[src/rtl/divshift_pkg.sv]
// shared widths, counts and state codes for the divide and shift block
package divshift_pkg;

  // ---------------------------------------------------------------------
  // word geometry
  // ---------------------------------------------------------------------
  localparam int WORD_W = 16;              // operand word width
  localparam int DVD_W  = 2 * WORD_W;      // double-length dividend
  localparam int REM_W  = WORD_W + 1;      // partial remainder with guard sign
  localparam int CNT_W  = 5;               // step counter width

  // ---------------------------------------------------------------------
  // step counting and special values
  // ---------------------------------------------------------------------
  localparam logic [CNT_W-1:0]  STEP_COUNT = 5'h10;   // one step per bit
  localparam logic [CNT_W-1:0]  STEP_LAST  = 5'h01;
  localparam logic [CNT_W-1:0]  CNT_RESET  = 5'h00;
  localparam logic [WORD_W-1:0] WORD_ZERO  = 16'h0000;
  localparam logic [WORD_W-1:0] Q_NEG_MAX  = 16'h8000; // largest |negative q|
  localparam logic [REM_W-1:0]  REM_ZERO   = 17'h00000;
  localparam logic [DVD_W-1:0]  DVD_ZERO   = 32'h00000000;
  localparam logic              FILL_LEFT  = 1'b0;     // vacated lsb value
  localparam int                SIGN_BIT   = WORD_W - 1;

  // ---------------------------------------------------------------------
  // divide sequencer states
  // ---------------------------------------------------------------------
  typedef enum logic [2:0] {
    ST_IDLE  = 3'b000,
    ST_PREP  = 3'b001,
    ST_CHECK = 3'b010,
    ST_STEP  = 3'b011,
    ST_FIX   = 3'b100
  } div_state_t;

endpackage

[src/rtl/shift_one.sv]
// single-position shift primitive used by every arithmetic sequence
`timescale 1ns/10ps
module shift_one
#(
  parameter int WIDTH = 16
)
(
  // operand
  input  wire logic [WIDTH-1:0] data_i,
  input  wire logic             left_i,
  input  wire logic             fill_i,
  // result
  output      logic [WIDTH-1:0] data_o,
  output      logic             lost_o
);
  import divshift_pkg::*;

  // ---------------------------------------------------------------------
  // one place only; bit 0 is the rightmost, lowest position
  // ---------------------------------------------------------------------
  always_comb
  begin
    if (left_i)
    begin
      data_o = {data_i[WIDTH-2:0], FILL_LEFT};
      lost_o = data_i[WIDTH-1];
    end
    else
    begin
      data_o = {fill_i, data_i[WIDTH-1:1]};
      lost_o = data_i[0];
    end
  end

endmodule // shift_one

[src/rtl/add_sub.sv]
// two's complement adder/subtractor shared by the divide steps
`timescale 1ns/10ps
module add_sub
#(
  parameter int WIDTH = 17
)
(
  // operands
  input  wire logic [WIDTH-1:0] a_i,
  input  wire logic [WIDTH-1:0] b_i,
  input  wire logic             sub_i,
  // result
  output      logic [WIDTH-1:0] y_o
);

  // ---------------------------------------------------------------------
  // subtraction is addition of the inverted operand plus one in the lsb
  // ---------------------------------------------------------------------
  always_comb
  begin
    y_o = a_i + (sub_i ? ~b_i : b_i) + {{(WIDTH-1){1'b0}}, sub_i};
  end

endmodule // add_sub

[src/rtl/divshift.sv]
// non-restoring signed divider and single-position shifter
`timescale 1ns/10ps
module divshift
(
  // clock and reset
  input  wire logic                               clk_i,
  input  wire logic                               rst_n_i,
  // divide request
  input  wire logic                               div_start_i,
  input  wire logic [divshift_pkg::DVD_W-1:0]     dividend_i,
  input  wire logic [divshift_pkg::WORD_W-1:0]    divisor_i,
  // divide result
  output      logic                               div_busy_o,
  output      logic                               div_done_o,
  output      logic [divshift_pkg::WORD_W-1:0]    quotient_o,
  output      logic [divshift_pkg::WORD_W-1:0]    remainder_o,
  output      logic                               overflow_o,
  output      logic                               div_zero_o,
  // shift request
  input  wire logic                               shift_start_i,
  input  wire logic                               shift_left_i,
  input  wire logic                               shift_fill_i,
  input  wire logic [divshift_pkg::WORD_W-1:0]    shift_word_i,
  // shift result
  output      logic                               shift_done_o,
  output      logic [divshift_pkg::WORD_W-1:0]    shift_word_o,
  output      logic                               shift_lost_o
);
  import divshift_pkg::*;

  // ---------------------------------------------------------------------
  // sequencer state
  // ---------------------------------------------------------------------
  div_state_t        state;
  div_state_t        next_state;
  logic [CNT_W-1:0]  cnt;
  logic [CNT_W-1:0]  next_cnt;
  logic [DVD_W-1:0]  dvd;           // dividend, later its magnitude
  logic [DVD_W-1:0]  next_dvd;
  logic              dvd_neg;       // original dividend sign
  logic              next_dvd_neg;
  logic [REM_W-1:0]  dvs;           // sign-extended divisor
  logic [REM_W-1:0]  next_dvs;
  logic [REM_W-1:0]  dvs_mag;       // divisor magnitude
  logic [REM_W-1:0]  next_dvs_mag;
  logic [REM_W-1:0]  rem_r;         // partial remainder
  logic [REM_W-1:0]  next_rem_r;
  logic [WORD_W-1:0] lo;            // low dividend out, quotient in
  logic [WORD_W-1:0] next_lo;

  // ---------------------------------------------------------------------
  // registered outputs
  // ---------------------------------------------------------------------
  logic              next_div_busy;
  logic              next_div_done;
  logic [WORD_W-1:0] next_quotient;
  logic [WORD_W-1:0] next_remainder;
  logic              next_overflow;
  logic              next_div_zero;
  logic              next_shift_done;
  logic [WORD_W-1:0] next_shift_word;
  logic              next_shift_lost;

  // ---------------------------------------------------------------------
  // datapath helpers
  // ---------------------------------------------------------------------
  logic [REM_W+WORD_W-1:0] pair_sh;  // {rem, lo} after one left shift
  logic [REM_W-1:0]        as_a;
  logic [REM_W-1:0]        as_b;
  logic                    as_sub;
  logic [REM_W-1:0]        as_y;
  logic [WORD_W-1:0]       usr_sh;
  logic                    usr_lost;
  logic                    do_sub;
  logic                    q_bit;
  logic [WORD_W-1:0]       q_mag;
  logic [REM_W-1:0]        r_mag;
  logic                    q_neg;

  // the divide step walks remainder and dividend left as one register
  shift_one #(.WIDTH(REM_W + WORD_W)) u_step_shift
  (
    .data_i (({rem_r, lo})),
    .left_i (1'b1),
    .fill_i (FILL_LEFT),
    .data_o (pair_sh),
    .lost_o ()
  );

  // the same primitive serves the user shift request
  shift_one #(.WIDTH(WORD_W)) u_user_shift
  (
    .data_i (shift_word_i),
    .left_i (shift_left_i),
    .fill_i (shift_fill_i),
    .data_o (usr_sh),
    .lost_o (usr_lost)
  );

  // one adder shared by stepping and final correction
  add_sub #(.WIDTH(REM_W)) u_add_sub
  (
    .a_i   (as_a),
    .b_i   (as_b),
    .sub_i (as_sub),
    .y_o   (as_y)
  );

  // ---------------------------------------------------------------------
  // step decisions, meaningful in ST_STEP and ST_FIX
  // ---------------------------------------------------------------------
  always_comb
  begin
    do_sub = (rem_r[REM_W-1] == dvs[REM_W-1]);
    as_a   = pair_sh[REM_W+WORD_W-1:WORD_W];
    as_b   = dvs;
    as_sub = do_sub;
    if (state == ST_FIX)
    begin
      // restore only once, after the last step, never between steps
      as_a   = rem_r;
      as_b   = dvs_mag;
      as_sub = 1'b0;
    end
    // the new bit is set exactly when signs agree after the operation
    q_bit = (as_y[REM_W-1] == dvs[REM_W-1]);
    // a negative divisor inverts the sense of every recorded bit
    q_mag = dvs[REM_W-1] ? ~lo : lo;
    r_mag = rem_r[REM_W-1] ? as_y : rem_r;
    q_neg = dvd_neg ^ dvs[REM_W-1];
  end

  // ---------------------------------------------------------------------
  // next-state and next-output computation
  // ---------------------------------------------------------------------
  always_comb
  begin
    next_state      = state;
    next_cnt        = cnt;
    next_dvd        = dvd;
    next_dvd_neg    = dvd_neg;
    next_dvs        = dvs;
    next_dvs_mag    = dvs_mag;
    next_rem_r      = rem_r;
    next_lo         = lo;
    next_div_busy   = div_busy_o;
    next_div_done   = 1'b0;
    next_quotient   = quotient_o;
    next_remainder  = remainder_o;
    next_overflow   = overflow_o;
    next_div_zero   = div_zero_o;
    next_shift_done = shift_start_i;
    next_shift_word = shift_word_o;
    next_shift_lost = shift_lost_o;

    // user shift is independent of the divider and answers next cycle
    if (shift_start_i)
    begin
      next_shift_word = usr_sh;
      next_shift_lost = usr_lost;
    end

    case (state)
      ST_IDLE:
      begin
        if (div_start_i)
        begin
          next_dvd      = dividend_i;
          next_dvd_neg  = dividend_i[DVD_W-1];
          next_dvs      = {divisor_i[SIGN_BIT], divisor_i};
          next_dvs_mag  = divisor_i[SIGN_BIT]
                          ? REM_ZERO - {1'b1, divisor_i}
                          : {1'b0, divisor_i};
          next_cnt      = STEP_COUNT;
          next_div_busy = 1'b1;
          next_overflow = 1'b0;
          next_div_zero = 1'b0;
          next_state    = ST_PREP;
        end
      end

      ST_PREP:
      begin
        // complement a negative dividend; a zero divisor ends at once
        if (dvs == REM_ZERO)
        begin
          next_div_zero = 1'b1;
          next_overflow = 1'b1;
          next_div_busy = 1'b0;
          next_div_done = 1'b1;
          next_state    = ST_IDLE;
        end
        else
        begin
          if (dvd_neg)
          begin
            next_dvd = DVD_ZERO - dvd;
          end
          next_state = ST_CHECK;
        end
      end

      ST_CHECK:
      begin
        // most negative dividend, or a high half not below the divisor,
        // means the quotient needs more than one word
        if (dvd[DVD_W-1] || ({1'b0, dvd[DVD_W-1:WORD_W]} >= dvs_mag))
        begin
          next_overflow = 1'b1;
          next_div_busy = 1'b0;
          next_div_done = 1'b1;
          next_state    = ST_IDLE;
        end
        else
        begin
          next_rem_r = {1'b0, dvd[DVD_W-1:WORD_W]};
          next_lo    = dvd[WORD_W-1:0];
          next_state = ST_STEP;
        end
      end

      ST_STEP:
      begin
        // shift, then add or subtract the divisor: each step weighs the
        // divisor by the next smaller power of two against the dividend
        next_rem_r = as_y;
        next_lo    = {pair_sh[WORD_W-1:1], q_bit};
        next_cnt   = cnt - STEP_LAST;
        if (cnt == STEP_LAST)
        begin
          next_state = ST_FIX;
        end
      end

      ST_FIX:
      begin
        next_div_busy = 1'b0;
        next_div_done = 1'b1;
        next_cnt      = CNT_RESET;
        next_state    = ST_IDLE;
        // signed result must fit one word rather than be truncated
        if ((!q_neg && q_mag[SIGN_BIT]) || (q_neg && (q_mag > Q_NEG_MAX)))
        begin
          next_overflow = 1'b1;
        end
        else
        begin
          next_quotient  = q_neg ? WORD_ZERO - q_mag : q_mag;
          next_remainder = dvd_neg ? WORD_ZERO - r_mag[WORD_W-1:0]
                                   : r_mag[WORD_W-1:0];
        end
      end

      default:
      begin
        next_state    = ST_IDLE;
        next_div_busy = 1'b0;
      end
    endcase
  end

  // ---------------------------------------------------------------------
  // registers only
  // ---------------------------------------------------------------------
  always_ff @(posedge clk_i or negedge rst_n_i)
  begin
    if (!rst_n_i)
    begin
      state        <= ST_IDLE;
      cnt          <= CNT_RESET;
      dvd          <= DVD_ZERO;
      dvd_neg      <= 1'b0;
      dvs          <= REM_ZERO;
      dvs_mag      <= REM_ZERO;
      rem_r        <= REM_ZERO;
      lo           <= WORD_ZERO;
      div_busy_o   <= 1'b0;
      div_done_o   <= 1'b0;
      quotient_o   <= WORD_ZERO;
      remainder_o  <= WORD_ZERO;
      overflow_o   <= 1'b0;
      div_zero_o   <= 1'b0;
      shift_done_o <= 1'b0;
      shift_word_o <= WORD_ZERO;
      shift_lost_o <= 1'b0;
    end
    else
    begin
      state        <= next_state;
      cnt          <= next_cnt;
      dvd          <= next_dvd;
      dvd_neg      <= next_dvd_neg;
      dvs          <= next_dvs;
      dvs_mag      <= next_dvs_mag;
      rem_r        <= next_rem_r;
      lo           <= next_lo;
      div_busy_o   <= next_div_busy;
      div_done_o   <= next_div_done;
      quotient_o   <= next_quotient;
      remainder_o  <= next_remainder;
      overflow_o   <= next_overflow;
      div_zero_o   <= next_div_zero;
      shift_done_o <= next_shift_done;
      shift_word_o <= next_shift_word;
      shift_lost_o <= next_shift_lost;
    end
  end

endmodule // divshift

[config.mk]
export PLATFORM = sky130hd
export DESIGN_NAME = divshift
export DESIGN_NICKNAME = d
export VERILOG_FILES = /design/src/rtl/divshift_pkg.sv /design/src/rtl/shift_one.sv /design/src/rtl/add_sub.sv /design/src/rtl/divshift.sv
export SDC_FILE = /design/constraint.sdc
export NUM_CORES = 1
export LEC_CHECK = 0
export ABC_AREA = 1
export BUFFER_PORTS_ARGS = -buffer_cell sky130_fd_sc_hd__buf_4
export CORE_MARGIN = 3
export CORE_UTILIZATION = 45
export CTS_CLUSTER_DIAMETER = 40
export CTS_CLUSTER_SIZE = 24
export DETAILED_ROUTE_END_ITERATION = 16
export SETUP_SLACK_MARGIN = 0.1
export SYNTH_ARGS = -nofsm -noshare
export SYNTH_HDL_FRONTEND = slang
export SYNTH_SLANG_ARGS = --single-unit
[constraint.sdc]
create_clock -name clk_i -period 10 [get_ports clk_i]
set_clock_uncertainty 0.2 [all_clocks]
set_input_delay 0.5 -clock clk_i [delete_from_list [all_inputs] [get_ports clk_i]]
set_output_delay 0.5 -clock clk_i [all_outputs]
set_load 0.02 [all_outputs]
==> flow_summary.yaml <==
outcome:
  status: "finished, violations left"
  violations: "negative hold slack"
logic_synthesis:
  ys_warn_count: 0
  synth_cell_types: 47
  synth_area_sq_um: 10700
  synth_cells: 1477
  synth.avg_cell_area_sq_um: 7.27
  synthFlopType: "dfrtp_1"
  synth-edff-count: 0
  synth.ff_latch_count: 160
  synth_nets: 1584
  yosysTopAreaCellShare_pct: 37.3
  synth_area_leader_cell: "dfrtp_1"
  yosysSeqAreaShare_pct: 37.3
  synthArstFlopShare_pct: 100
  synth.area.top_cells: "dfrtp_1, nand2_1, o21ai_0"
clock_network:
  htree_levels: 4
  clk_pin_slew_ns: 0.08
  cts_resized: 0
  clock-sinks: 160
  post_cts_buffers: 0
  clock_latency_ns: 0.43
  numCtsBuffers: 17
  tritoncts: "yes"
  clockBufferDepth: 2
  hold_buffers: 0
  root_buffer: "clkbuf_16"
floorplan:
  ios: 124
  die_x_um: 160
  core_sq_um: 23100
  die_y_um: 160
  start_util_pct: 46.6
  die_area_sq_um: 25700
  num_rows: 55
detailed_routing:
  post-route-drc-count: 0
  drt_first_iter_violations: 709
  wl_per_cell_um: 15.7
  wirelength_um: 29700
  viasPerCell: 5.20
  ant_nets: 0
  first_pass_iters: 5
  via_count: 9848
setup_path:
  cpMostUsedCell: "nand2_1"
  crit_path_start_kind: "flip-flop"
  cp-startpoint: "dvs[15]"
  worst_path_max_delay_cell: "dfrtp_1"
  path_cells: "inv_1 -> nand2_2 -> nand2_4 -> nand2_4 -> inv_2 -> xor2_1 -> ha_1 -> a21oi_1 -> nand2_1 -> nand2_1 -> nand2_1 -> nand2_1 -> nand3_1 -> o21ai_0 -> nand4_1 -> nor2_1 -> nand2_1 -> nand2_2 -> nand4_1 -> nand3_1 -> nand2_1"
  crit_required_ns: 10.12
  crit_path_end: "remainder_o[15]"
  r2r_cells: 21
  r2r-end: "remainder_o[15]"
  r2r_start: "dvs[15]"
  critPathKind: "flip-flop to flip-flop"
  critPathMaxStageDelay_ns: 0.98
  reg2reg_slack_ns: 5.75
  cp-end-kind: "flip-flop"
  crit_arrival_ns: 4.36
  worstPathMaxFanout: 21
global_route:
  globalRoute.totalOverflow: 0
  grt_max_degree: 99
  grt_pass1_wl_um: 49200
  grt_pass1_vias: 9344
  antenna_found_initial: 0
  track_usage_pct: 23.4
finish:
  fin_nets: 1676
  n_fill_cell: 2280
  finalNonFillerCells: 1895
  synthToLayoutAreaGrowth_pct: 15.8
  layout_commonest_cell: "nand2_1"
  final_cell_mix: "nand2_1, inv_1, dfrtp_1"
  layout-drive-gt1-share_pct: 14.0
  antenna_cells: 0
timing:
  setup_viol: 0
  max-slew-margin-rel_pct: 33.5
  tns_ns: 0
  period_share_pct: 42.5
  min_period_ns: 4.25
  holdWs_ns: -0.0253
  slew_viol_final: 0
  worstMarginPinSlew_ns: 0.994
  rsz0062_at_grt: "false"
  final_hold_viol_count: 7
  clock.fmax_mhz: 235
placement:
  dp_cells: 1863
  port-buffer-count: 123
  hpwl_um: 21900
  place.gp.congestion: 0.921
pwr:
  leakagePower_nw: 6.11
  power_mw: 5.03
  powerDensity_nw_per_um2: 404
  ir_drop_mv: 0.166
hold_path:
  hold_path.class: "primary input to async pin"
flow_run:
  max-cap-violations: 0
-- report_power, final --
part	leakage [nW]	internal, mW	switching, mW
Sequential	1.97	0.927	0.310
Combinational	3.85	1.10	2.01
Clock	0.292	0.357	0.320
Total	6.11	2.39	2.64
-- sequential cells by signal, summed over array words and instances (netlist names), 3 cells and up --
register	count
lo	16
dvs_mag	16
state	3
dvd	32
dvs	16
rem_r	17
cnt	5
shift_word_o	16
remainder_o	16
quotient_o	16
-- worst max-delay path: cells and delay by family, from the launching register on --
family,cells,cell delay (ns)
and+or+nand+nor,15,1.65
xor gates and xnor gates,1,0.19
AOI/OAI and AO/OA,2,0.37
adders and majority gates,1,0.39
buffers and inverters,2,0.34
DFF,1,0.98
-- through the flow --
stage / hold slack [ns] / utilization, % / worst slack (ns) / instance area (sq um)
2_1_floorplan: 0.00441 / - / 6.65 / 10700
3_3_place_gp: 0.250 / 51.4 / 5.90 / 11800
3_5_place_dp: 0.257 / 51.4 / 5.79 / 11800
4_1_cts: 0.0302 / 54.0 / 5.77 / 12400
5_1_grt: 0.0443 / 54.0 / 5.28 / 12400
6_report: -0.0253 / 54.0 / 5.75 / 12400
-- cells in the mapped netlist, drive strengths merged (2+ instances only) --
| master | number |
|---|---|
| dfrtp | 160 |
| o221ai | 2 |
| o21a | 6 |
| nor4 | 11 |
| nor3 | 14 |
| a31oi | 12 |
| nand3b | 6 |
| xnor2 | 26 |
| ha | 36 |
| a22oi | 3 |
| nand4 | 16 |
| a21oi | 66 |
| buf | 12 |
| o31ai | 2 |
| nand3 | 104 |
| inv | 191 |
| a211oi | 2 |
| o21bai | 2 |
| nand2 | 349 |
| o21ai | 181 |
| xor2 | 39 |
| or2 | 10 |
| nor2 | 118 |
| clkbuf | 47 |
| o211ai | 50 |
| o22ai | 7 |
-- layer usage --
layer / GRT usage [%] / vias up / routed length, um
li1: - / 5067 / -
met1: 34.6 / 4498 / 14800
met2: 36.5 / 255 / 12900
met3: 3.07 / 28 / 1500
met4: 5.33 / 0 / 446
met5: 0 / - / 0
-- layout make-up --
| class | count | area, sq um | share of cell area, % |
|---|---|---|---|
| inverters | 192 | 721 | 5.79 |
| clock inverters | 15 | 169 | 1.36 |
| well taps | 313 | 392 | 3.15 |
| multi-input cells | 1066 | 5730 | 46.1 |
| flip-flops and latches | 160 | 4000 | 32.2 |
| repair buffers | 132 | 995 | 8.00 |
| clock buffers | 17 | 425 | 3.42 |
-- worst min path at each step --
stage           startpoint              end  slack [ns]  cells after the start
6_report           rst_n_i  shift_word_o[0]       -0.03                      1
5_1_grt            rst_n_i  shift_word_o[4]        0.04                      1
4_1_cts            rst_n_i  shift_word_o[4]        0.03                      1
3_5_place_dp   dvs_mag[16]      dvs_mag[16]        0.26                      2
3_3_place_gp   dvs_mag[16]      dvs_mag[16]        0.25                      2
2_1_floorplan      rst_n_i           cnt[0]       0.004                      0
-- cell families (layout without fill, tap and decap cells) --
| kind of cell | count (synthesis) | after routing | share of synthesized area, % |
|---|---|---|---|
| adder cells (fa/ha/maj) | 37 | 37 | 4.38 |
| AND/OR/NAND/NOR | 629 | 629 | 25.6 |
| XOR/XNOR | 65 | 65 | 5.30 |
| flip-flops | 160 | 160 | 37.3 |
| AO/OA/AOI/OAI | 335 | 335 | 18.1 |
| buffers and inverters | 251 | 356 | 9.36 |
Power figures use the tool's default switching activity.
